File: src/design/shb_consts.svh
`ifndef SHB_CONSTS_SVH
`define SHB_CONSTS_SVH
// How it works
// - Serial link: 38400 baud, 8 bits, no parity
// - Accept record types 0, 4, 1 only
// - Drop record data inside the protected region
// - Loader itself lives from address 0x0000
// - No strap: jump to application at 0x0400
// - Strap pin low at power-up selects load
// - Load mode: LED on, then send colon
// - Erase application flash before taking records
// - Blink LED while records arrive and program
// - End: LED steady on if good, else off
// - End: send character 1 or 0
// - Checksum error marks the load failed
// - Strap released: start loaded application

// Clock and link timing
`define SHB_CLK_HZ      125000000
`define SHB_BAUD        38400
`define SHB_BAUD_CYC    (`SHB_CLK_HZ / `SHB_BAUD)
`define SHB_BLINK_MS    100
`define SHB_SETTLE      4'h8

// Record types
`define SHB_REC_DATA    8'h00
`define SHB_REC_EOF     8'h01
`define SHB_REC_EXT     8'h04

// Address map
`define SHB_LOADER_BASE 20'h00000
`define SHB_PROT_END    20'h00400
`define SHB_APP_ENTRY   20'h00400

// Characters
`define SHB_CH_COLON    8'h3a
`define SHB_CH_ONE      8'h31
`define SHB_CH_ZERO     8'h30
`define SHB_CH_XON      8'h11
`define SHB_CH_XOFF     8'h13
`endif

File: src/design/shb_pkg.sv
package shb_pkg;
   // Loader sequence, Gray coded in listed order
   typedef enum logic [3:0] {
      SHB_SAMPLE = 4'h0,
      SHB_ERASE  = 4'h1,
      SHB_PROMPT = 4'h3,
      SHB_RECV   = 4'h2,
      SHB_PROG   = 4'h6,
      SHB_FINISH = 4'h7,
      SHB_REPORT = 4'h5,
      SHB_HALT   = 4'h4,
      SHB_APP    = 4'hc
   } shb_state_t;

   // One flash byte write
   typedef struct packed {
      logic [19:0] addr;
      logic [7:0]  data;
   } shb_flash_cmd_t;
endpackage : shb_pkg

File: src/design/shb_uart.sv
`timescale 1ns/1ps
`include "shb_consts.svh"
module shb_uart #(
   parameter logic [11:0] BAUD_CYC = 12'(`SHB_BAUD_CYC)
) (
   // Clock and reset
   input  wire logic       ref_clk,
   input  wire logic       rst_n,
   // Serial pins
   input  wire logic       rxPin,
   output logic            txPin,
   // Received bytes
   output logic [7:0]      rxData,
   output logic            rxValid,
   // Bytes to send
   input  wire logic [7:0] txData,
   input  wire logic       txValid,
   output logic            txReady
);
   // Bit time in clocks; shorter values only shrink simulation runs
   localparam logic [11:0] BAUD = BAUD_CYC - 12'h001;
   localparam logic [11:0] HALF = BAUD_CYC >> 1;

   logic [2:0]  rxSync_r;
   logic        rxLvl_r;
   logic        rxBusy_r;
   logic [11:0] rxCnt_r;
   logic [3:0]  rxBit_r;
   logic [7:0]  rxSh_r;
   logic        txBusy_r;
   logic [11:0] txCnt_r;
   logic [3:0]  txBit_r;
   logic [9:0]  txSh_r;

   // Three-stage pin sync, level taken when stages two and three agree
   always_ff @(posedge ref_clk) begin
      if (!rst_n) begin
         rxSync_r <= 3'h7;
         rxLvl_r  <= 1'b1;
      end else begin
         rxSync_r <= {rxSync_r[1:0], rxPin};
         if (rxSync_r[1] == rxSync_r[2])
            rxLvl_r <= rxSync_r[2];
      end
   end

   // Receiver, samples mid-bit, 8N1
   always_ff @(posedge ref_clk) begin
      if (!rst_n) begin
         rxBusy_r <= 1'b0;
         rxCnt_r  <= 12'h000;
         rxBit_r  <= 4'h0;
         rxSh_r   <= 8'h00;
         rxData   <= 8'h00;
         rxValid  <= 1'b0;
      end else begin
         rxValid <= 1'b0;
         if (!rxBusy_r) begin
            if (!rxLvl_r) begin
               rxBusy_r <= 1'b1;
               rxCnt_r  <= HALF;
               rxBit_r  <= 4'h0;
            end
         end else if (rxCnt_r != 12'h000) begin
            rxCnt_r <= rxCnt_r - 12'h001;
         end else begin
            rxCnt_r <= BAUD;
            rxBit_r <= rxBit_r + 4'h1;
            if (rxBit_r == 4'h0 && rxLvl_r)
               rxBusy_r <= 1'b0;          // False start
            else if (rxBit_r == 4'h9) begin
               rxBusy_r <= 1'b0;
               rxValid  <= rxLvl_r;
               rxData   <= rxSh_r;
            end else if (rxBit_r != 4'h0)
               rxSh_r <= {rxLvl_r, rxSh_r[7:1]};
         end
      end
   end

   // Transmitter, start bit, 8 data, stop bit
   always_ff @(posedge ref_clk) begin
      if (!rst_n) begin
         txBusy_r <= 1'b0;
         txCnt_r  <= 12'h000;
         txBit_r  <= 4'h0;
         txSh_r   <= 10'h3ff;
      end else if (!txBusy_r) begin
         if (txValid) begin
            txBusy_r <= 1'b1;
            txSh_r   <= {1'b1, txData, 1'b0};
            txCnt_r  <= BAUD;
            txBit_r  <= 4'h0;
         end
      end else if (txCnt_r != 12'h000) begin
         txCnt_r <= txCnt_r - 12'h001;
      end else begin
         txCnt_r <= BAUD;
         txSh_r  <= {1'b1, txSh_r[9:1]};
         txBit_r <= txBit_r + 4'h1;
         if (txBit_r == 4'h9)
            txBusy_r <= 1'b0;
      end
   end

   assign txPin   = txSh_r[0];
   assign txReady = !txBusy_r;

   property p_txStart;
      @(posedge ref_clk) disable iff (!rst_n)
         $rose(txBusy_r) |-> !txPin [*8];
   endproperty
   a_txStart: assert property (p_txStart)
      else $error("start bit not driven low");

   property p_txIdle;
      @(posedge ref_clk) disable iff (!rst_n)
         !txBusy_r |-> txPin;
   endproperty
   a_txIdle: assert property (p_txIdle)
      else $error("idle line not high");
endmodule : shb_uart

File: src/design/shb_loader.sv
`timescale 1ns/1ps
`include "shb_consts.svh"
module shb_loader #(
   parameter logic [23:0] BLINK_HALF =
      24'(`SHB_BLINK_MS * (`SHB_CLK_HZ / 1000)),
   parameter logic [11:0] BAUD_CYC   = 12'(`SHB_BAUD_CYC)
) (
   // Clock and reset
   input  wire logic                   ref_clk,
   input  wire logic                   rst_n,
   // Strap and indicator pins
   input  wire logic                   bootSelectPin,
   output logic                        loadStatusLedPin,
   // Serial pins
   input  wire logic                   serRxPin,
   output logic                        serTxPin,
   // Flash port
   output logic                        flashEraseReq,
   output logic                        flashWrReq,
   output shb_pkg::shb_flash_cmd_t     flashCmd,
   input  wire logic                   flashAck,
   // Application start
   output logic                        appStart,
   output logic [19:0]                 appEntry
);
   import shb_pkg::*;

   shb_state_t  state_r;
   logic [2:0]  bootSync_r;
   logic        bootLvl_r;
   logic [3:0]  settle_r;
   logic [7:0]  rxData;
   logic        rxValid;
   logic        txReady;
   logic        txReq_r;
   logic [7:0]  txByte_r;
   logic        err_r;
   logic        ledOn_r;
   logic        gotRec_r;
   logic        blink_r;
   logic [23:0] blinkCnt_r;
   logic        inRec_r;
   logic        nibHalf_r;
   logic [3:0]  hiNib_r;
   logic [8:0]  byteIdx_r;
   logic [7:0]  sum_r;
   logic [7:0]  recLen_r;
   logic [15:0] recAddr_r;
   logic [7:0]  recType_r;
   logic [7:0]  recBuf_r [0:255];
   logic [3:0]  extHi_r;
   logic [7:0]  progIdx_r;
   logic [4:0]  nib;
   logic [7:0]  byteVal;
   logic        byteStrobe;
   logic        recDone;
   logic        sumOk;
   logic [19:0] progAddr;

   // Hex character to {valid, nibble}
   function automatic logic [4:0] hexNib(input logic [7:0] c);
      hexNib = 5'h00;
      if (c >= 8'h30 && c <= 8'h39)
         hexNib = {1'b1, c[3:0]};
      else if ((c >= 8'h41 && c <= 8'h46) || (c >= 8'h61 && c <= 8'h66))
         hexNib = {1'b1, c[3:0] + 4'h9};
   endfunction : hexNib

   shb_uart #(.BAUD_CYC(BAUD_CYC)) u_uart (
      .ref_clk (ref_clk),
      .rst_n   (rst_n),
      .rxPin   (serRxPin),
      .txPin   (serTxPin),
      .rxData  (rxData),
      .rxValid (rxValid),
      .txData  (txByte_r),
      .txValid (txReq_r),
      .txReady (txReady)
   );

   // Strap pin sync, three stages, level when two and three agree
   always_ff @(posedge ref_clk) begin
      if (!rst_n) begin
         bootSync_r <= 3'h7;
         bootLvl_r  <= 1'b1;
      end else begin
         bootSync_r <= {bootSync_r[1:0], bootSelectPin};
         if (bootSync_r[1] == bootSync_r[2])
            bootLvl_r <= bootSync_r[2];
      end
   end

   // Record byte assembly
   assign nib        = hexNib(rxData);
   assign byteVal    = {hiNib_r, nib[3:0]};
   assign byteStrobe = rxValid && inRec_r && nibHalf_r && nib[4]
                       && state_r == SHB_RECV;
   assign recDone    = byteStrobe && byteIdx_r == ({1'b0, recLen_r} + 9'h004)
                       && byteIdx_r >= 9'h004;
   assign sumOk      = (sum_r + byteVal) == 8'h00;
   assign progAddr   = {extHi_r, recAddr_r + {8'h00, progIdx_r}};

   // Record parser
   always_ff @(posedge ref_clk) begin
      if (!rst_n) begin
         inRec_r   <= 1'b0;
         nibHalf_r <= 1'b0;
         hiNib_r   <= 4'h0;
         byteIdx_r <= 9'h000;
         sum_r     <= 8'h00;
         recLen_r  <= 8'h00;
         recAddr_r <= 16'h0000;
         recType_r <= 8'h00;
      end else if (rxValid && state_r == SHB_RECV) begin
         if (rxData == `SHB_CH_COLON) begin
            inRec_r   <= 1'b1;
            nibHalf_r <= 1'b0;
            byteIdx_r <= 9'h000;
            sum_r     <= 8'h00;
         end else if (inRec_r && !nib[4]) begin
            inRec_r <= 1'b0;
         end else if (inRec_r && !nibHalf_r) begin
            hiNib_r   <= nib[3:0];
            nibHalf_r <= 1'b1;
         end else if (byteStrobe) begin
            nibHalf_r <= 1'b0;
            sum_r     <= sum_r + byteVal;
            byteIdx_r <= byteIdx_r + 9'h001;
            if (recDone)
               inRec_r <= 1'b0;
            case (byteIdx_r)
               9'h000: recLen_r <= byteVal;
               9'h001: recAddr_r[15:8] <= byteVal;
               9'h002: recAddr_r[7:0] <= byteVal;
               9'h003: recType_r <= byteVal;
               default: ;
            endcase
         end
      end
   end

   // Data byte store until the checksum clears the record
   always_ff @(posedge ref_clk) begin
      if (byteStrobe && byteIdx_r >= 9'h004 && !recDone)
         recBuf_r[8'(byteIdx_r - 9'h004)] <= byteVal;
   end

   // Load sequence
   always_ff @(posedge ref_clk) begin
      if (!rst_n) begin
         state_r       <= SHB_SAMPLE;
         settle_r      <= 4'h0;
         err_r         <= 1'b0;
         ledOn_r       <= 1'b0;
         gotRec_r      <= 1'b0;
         extHi_r       <= 4'h0;
         progIdx_r     <= 8'h00;
         txReq_r       <= 1'b0;
         txByte_r      <= 8'h00;
         flashEraseReq <= 1'b0;
         flashWrReq    <= 1'b0;
         flashCmd      <= '0;
         appStart      <= 1'b0;
      end else begin
         if (txReq_r && txReady)
            txReq_r <= 1'b0;
         case (state_r)
            SHB_SAMPLE: begin
               if (settle_r != `SHB_SETTLE)
                  settle_r <= settle_r + 4'h1;
               else if (!bootLvl_r) begin
                  ledOn_r       <= 1'b1;
                  flashEraseReq <= 1'b1;
                  state_r       <= SHB_ERASE;
               end else
                  state_r <= SHB_APP;
            end
            SHB_ERASE: begin
               if (flashAck) begin
                  flashEraseReq <= 1'b0;
                  txReq_r       <= 1'b1;
                  txByte_r      <= `SHB_CH_COLON;
                  state_r       <= SHB_PROMPT;
               end
            end
            SHB_PROMPT: begin
               if (!txReq_r && txReady)
                  state_r <= SHB_RECV;
            end
            SHB_RECV: begin
               if (rxValid && rxData == `SHB_CH_COLON)
                  gotRec_r <= 1'b1;
               if (rxValid && inRec_r && !nib[4]
                   && rxData != `SHB_CH_COLON)
                  err_r <= 1'b1;
               if (recDone && !sumOk)
                  err_r <= 1'b1;
               else if (recDone) begin
                  case (recType_r)
                     `SHB_REC_DATA: begin
                        progIdx_r <= 8'h00;
                        txReq_r   <= 1'b1;
                        txByte_r  <= `SHB_CH_XOFF;
                        state_r   <= SHB_PROG;
                     end
                     `SHB_REC_EXT: extHi_r <= recBuf_r[1][3:0];
                     `SHB_REC_EOF: state_r <= SHB_FINISH;
                     default: err_r <= 1'b1;
                  endcase
               end
            end
            SHB_PROG: begin
               if (flashWrReq) begin
                  if (flashAck) begin
                     flashWrReq <= 1'b0;
                     progIdx_r  <= progIdx_r + 8'h01;
                  end
               end else if (progIdx_r == recLen_r) begin
                  txReq_r  <= 1'b1;
                  txByte_r <= `SHB_CH_XON;
                  state_r  <= SHB_RECV;
               end else if (progAddr < `SHB_PROT_END)
                  progIdx_r <= progIdx_r + 8'h01;
               else begin
                  flashWrReq <= 1'b1;
                  flashCmd   <= '{progAddr, recBuf_r[progIdx_r]};
               end
            end
            SHB_FINISH: begin
               if (!txReq_r && txReady) begin
                  ledOn_r  <= !err_r;
                  txReq_r  <= 1'b1;
                  txByte_r <= err_r ? `SHB_CH_ZERO : `SHB_CH_ONE;
                  state_r  <= SHB_REPORT;
               end
            end
            SHB_REPORT: begin
               if (!txReq_r && txReady)
                  state_r <= SHB_HALT;
            end
            SHB_HALT: begin
               if (bootLvl_r)
                  state_r <= SHB_APP;
            end
            SHB_APP: appStart <= 1'b1;
            default: state_r <= SHB_SAMPLE;
         endcase
      end
   end

   // LED blink while loading, steady result afterwards
   always_ff @(posedge ref_clk) begin
      if (!rst_n) begin
         blinkCnt_r       <= 24'h000000;
         blink_r          <= 1'b0;
         loadStatusLedPin <= 1'b0;
      end else begin
         if (blinkCnt_r == BLINK_HALF - 24'h000001) begin
            blinkCnt_r <= 24'h000000;
            blink_r    <= !blink_r;
         end else
            blinkCnt_r <= blinkCnt_r + 24'h000001;
         if (gotRec_r && (state_r == SHB_RECV || state_r == SHB_PROG))
            loadStatusLedPin <= blink_r;
         else
            loadStatusLedPin <= ledOn_r;
      end
   end

   assign appEntry = `SHB_APP_ENTRY;

   property p_protect;
      @(posedge ref_clk) disable iff (!rst_n)
         flashWrReq |-> flashCmd.addr >= `SHB_PROT_END;
   endproperty
   a_protect: assert property (p_protect)
      else $error("write into loader region");

   property p_strapLoad;
      @(posedge ref_clk) disable iff (!rst_n)
         state_r == SHB_SAMPLE && settle_r == `SHB_SETTLE && !bootLvl_r
         |=> state_r == SHB_ERASE && flashEraseReq;
   endproperty
   a_strapLoad: assert property (p_strapLoad)
      else $error("strap low did not start erase");

   property p_eraseFirst;
      @(posedge ref_clk) disable iff (!rst_n)
         $rose(state_r == SHB_PROMPT) |-> $past(state_r) == SHB_ERASE
         && txReq_r && txByte_r == `SHB_CH_COLON;
   endproperty
   a_eraseFirst: assert property (p_eraseFirst)
      else $error("prompt without erase");

   property p_ledBeforeColon;
      @(posedge ref_clk) disable iff (!rst_n)
         state_r == SHB_PROMPT |-> loadStatusLedPin;
   endproperty
   a_ledBeforeColon: assert property (p_ledBeforeColon)
      else $error("LED off while prompting");

   property p_badSum;
      @(posedge ref_clk) disable iff (!rst_n)
         recDone && !sumOk |=> err_r && state_r == SHB_RECV;
   endproperty
   a_badSum: assert property (p_badSum)
      else $error("checksum error not flagged");

   property p_result;
      @(posedge ref_clk) disable iff (!rst_n)
         state_r == SHB_FINISH && !txReq_r && txReady
         |=> txReq_r && txByte_r == (err_r ? `SHB_CH_ZERO : `SHB_CH_ONE)
         ##1 loadStatusLedPin == !err_r;
   endproperty
   a_result: assert property (p_result)
      else $error("wrong result character or LED");

   property p_appStart;
      @(posedge ref_clk) disable iff (!rst_n)
         state_r == SHB_HALT && bootLvl_r |=> ##1 appStart;
   endproperty
   a_appStart: assert property (p_appStart)
      else $error("application not started");

   property p_noStrapApp;
      @(posedge ref_clk) disable iff (!rst_n)
         state_r == SHB_SAMPLE && settle_r == `SHB_SETTLE && bootLvl_r
         |=> ##1 appStart && appEntry == `SHB_APP_ENTRY;
   endproperty
   a_noStrapApp: assert property (p_noStrapApp)
      else $error("no jump to application entry");
endmodule : shb_loader

File: config.mk
export PLATFORM = sky130hd
export DESIGN_NAME = shb_loader
export DESIGN_NICKNAME = d
export VERILOG_FILES = /design/src/design/shb_pkg.sv /design/src/design/shb_uart.sv /design/src/design/shb_loader.sv
export VERILOG_INCLUDE_DIRS = /design/src /design/src/design
export SDC_FILE = /design/constraint.sdc
export NUM_CORES = 2
export LEC_CHECK = 0
export ABC_AREA = 1
export BUFFER_PORTS_ARGS = -buffer_cell sky130_fd_sc_hd__buf_2
export CAP_MARGIN = 20
export CORE_ASPECT_RATIO = 0.6
export CORE_UTILIZATION = 57
export CTS_CLUSTER_SIZE = 12
export DETAILED_ROUTE_END_ITERATION = 8
export GPL_TIMING_DRIVEN = 0
export HOLD_SLACK_MARGIN = 0.12
export PLACE_DENSITY_LB_ADDON = 0.08
export REMOVE_ABC_BUFFERS = 1
export SYNTH_ARGS = -nofsm -noshare
export SYNTH_HDL_FRONTEND = slang
export SYNTH_HIERARCHICAL = 1
export SYNTH_SLANG_ARGS = --single-unit
File: constraint.sdc
create_clock -name ref_clk -period 13.3 [get_ports ref_clk]
set_input_delay 3.325 -clock ref_clk [delete_from_list [all_inputs] [get_ports ref_clk]]
set_output_delay 3.325 -clock ref_clk [all_outputs]
set_load 0.005 [all_outputs]
==> flow_summary.json <==
{
  "status": "finished, final reports clean",
  "crit_arrival_ns": 6.37,
  "hold_slack_ns": 0.415,
  "die_w_um": 525,
  "dpl.hpwl_um": 160000,
  "area_growth_syn_to_layout_pct": 9.79,
  "design_area_mm2": 0.103,
  "fp-row-count": 114,
  "rsz0062_at_grt": "false",
  "cp_cell_sequence": "inv_1 -> ha_1 -> o21ai_0 -> nand2_1 -> nand2_1 -> nand2_1 -> nand2_2 -> nor2_4 -> nand2_1 -> inv_2 -> nand3_1 -> nor2_1",
  "critPathMaxFanout": 23,
  "final_util_pct": 63.4,
  "synth_area_per_cell_um2": 11.3,
  "io_buffers": 37,
  "synth_area_mm2": 0.0937,
  "hold_end": "bootSync_r[1]",
  "r2r_end": "recBuf_r[159][6]",
  "min_from": "bootSync_r[0]",
  "ctsResizeCount": 0,
  "ys_seq_area_share_pct": 70.1,
  "drt-initial-drc-count": 9042,
  "synth_top_family_by_area": "simple AND/OR/NAND/NOR gates",
  "hold_viol_final": 0,
  "hold_buffers": 0,
  "cts_max_path_buffers": 4,
  "clock_sinks": 2257,
  "fp.dieH_um": 316,
  "clk_root_buffer_cell": "clkbuf_16",
  "synthSimpleGateAreaFrac_pct": 14.5,
  "yosys_warnings": 6,
  "preCtsSetupSlack_ns": 7.68,
  "finalWeightedCongestion": 0.862,
  "rr_worst_depth": 12,
  "core-area_mm2": 0.162,
  "synth_mux_area_share_pct": 0.0961,
  "min_path_type": "flip-flop to flip-flop",
  "postPlaceCellArea_mm2": 0.0969,
  "crit-reg2reg-launch": "u_uart/rxData[0]",
  "cts_tree": "done",
  "synth_compound_area_share_pct": 10.6,
  "required_ns": 13.76,
  "grt_overflow": 0,
  "synth_xor_xnor_area_share_pct": 0.430,
  "io_pins": 58,
  "crit_path_frequent_cell": "nand2_1",
  "synthAdderAreaFrac_pct": 0.537,
  "grt_pass1_wl_um": 387000,
  "grt_max_degree": 164,
  "via_per_inst": 6.13,
  "vias": 64041,
  "vdd_drop_max_v": 0.000114,
  "holdPathStages": 1,
  "crit_path_end_kind": "flip-flop",
  "dp.cells": 10122,
  "h-tree-depth": 4,
  "critPathKind": "flip-flop to flip-flop",
  "wl_per_cell_um": 25.2,
  "finalWirelength_um": 263000,
  "drv_cap": 0,
  "synth_seq_cells": 2257,
  "synth_area_leaders": "edfxtp_1, nor2_1, o21ai_0",
  "synth_top_area_share_pct": 65.6,
  "route.detailed.drc": 0,
  "slew_viol_final": 0,
  "antenna_found_initial": 18,
  "worstMarginPinSlew_ns": 1.12,
  "synth.distinct_cells": 53,
  "clk_pin_slew_worst_paths_ns": 0.06,
  "maxSlewHeadroom_pct": 25.3,
  "grt_pass1_vias": 58421,
  "fmax_ghz": 0.169,
  "min_period_over_period_pct": 44.4,
  "yosys.area.top_type": "edfxtp_1",
  "first_pass_iters": 6,
  "cpPeakStageDelay_ns": 1.16,
  "syn_inst": 8329,
  "finalNetCount": 8241,
  "fin_ws_ns": 7.39,
  "clock_latency_ns": 0.88,
  "critPathLaunchType": "flip-flop",
  "postCtsSetupRepairBufs": 0,
  "power.leakage_uw": 0.0370,
  "fp.dieArea_mm2": 0.166,
  "min_period_ns": 5.91,
  "setup-violations-final": 0,
  "fin_cells": 10439,
  "cts_buffers": 219,
  "ant_nets": 0,
  "start_util_pct": 57.8,
  "drive_gt1_share_pct": 6.01,
  "r2r_slack_ns": 7.39,
  "p_per_area_mw_per_mm2": 157,
  "critPathSlowestCell": "nor2_1",
  "track_usage_pct": 31.4,
  "skew_ns": 0.0386
}
## worst max path at each step
| stage | slack (ns) | from | cells past startpoint | end |
|---|---|---|---|---|
| final | 7.39 | u_uart/rxData[0] | 12 | recBuf_r[159][6] |
| after global routing | 7.34 | progIdx_r[0] | 16 | flashCmd[7] |
| after CTS | 7.64 | u_uart/rxData[0] | 12 | recBuf_r[159][6] |
| after detailed placement | 7.68 | u_uart/rxData[0] | 12 | recBuf_r[159][6] |
| after global placement | -121.99 | progIdx_r[0] | 12 | flashCmd[3] |
| after floorplan | -36.43 | progIdx_r[0] | 15 | flashCmd[3] |
## critical path: cells and delay by family (launching register included)
family          cells  cell delay [ns]
fa+ha+maj           1             0.21
compound gates      1             0.09
simple gates        8             3.62
flops               1             0.35
buf+inv             2             1.13
## Yosys cell counts (all sizes together)
cell type and number:
a2111oi 1, a211oi 6, a21oi 232, a221oi 2, a22oi 26, a311oi 2
a31oi 5, a41oi 1, and2 3, and3 2, buf 252, clkbuf 259
clkinv 11, conb 2, dfxtp 209, edfxtp 2048, fa 2, ha 37
inv 310, mux2i 9, nand2 829, nand3 399, nand3b 7, nand4 31
nor2 2003, nor3 34, nor3b 2, nor4 8, o211a 1, o211ai 249
o21a 4, o21ai 1178, o21bai 1, o221ai 2, o22ai 93, or2 23
xnor2 18, xor2 28
## registers in the layout, summed over array words and instances, names as in the netlist, 9 cells and up
name and flops:
recAddr_r 16, byteIdx_r 9, blinkCnt_r 24, recBuf_r 2048, u_uart/rxCnt_r 12, flashCmd 28, u_uart/txCnt_r 12, u_uart/txSh_r 9
## layer usage
metal / wire [um] / track usage, % / vias to the layer above
met5: 23 / 0 / -
met4: 6830 / 8.57 / 4
met3: 30900 / 7.12 / 412
met2: 108000 / 43.2 / 3296
met1: 117000 / 49.9 / 31339
li1: - / - / 28990
## placed cells by master (no fill, tap or decap), types with 22 or more instances in the layout
cell and instances:
edfxtp_1 2048, nor2_1 1975, o21ai_0 1154, nand2_1 807, nand3_1 387, inv_1 284
o211ai_1 249, a21oi_1 232, clkbuf_16 222, dfxtp_1 201, o22ai_1 93, clkbuf_1 75
buf_16 62, ha_1 37, buf_2 37, buf_12 36, nand4_1 29, nor3_1 29
xor2_1 28, a22oi_1 26, conb_1 23, o21ai_1 22
## final cells by class
class	count	area, um^2
diodes	3	7.51
well taps	2146	2690
clock buffers	298	5850
inverters	321	1250
fillers	12409	59300
repair buffers	137	2630
multi-input cells	5261	24700
clock inverters	16	91.3
flip-flops and latches	2257	65700
## kinds of logic after synthesis
group,Yosys count
other cells,2
buf+inv,832
mux,9
xor+xnor,46
simple gates,3341
flops,2257
compound gates,1803
fa+ha+maj,39
## per-stage QoR
step | total power [uW] | setup TNS [ns]
finish | 16200 | 0
global route | 16800 | 0
CTS | 16200 | 0
detailed placement | 10700 | 0
global placement | 11300 | -
floorplan | 10300 | -1701.72
## power breakdown
group          total, uW  internal, uW  switching [uW]
clock               5550          3020            2540
combinational       2920           857            2070
sequential          7730          7660            69.7
No activity file was read; power rests on OpenSTA's default activity.
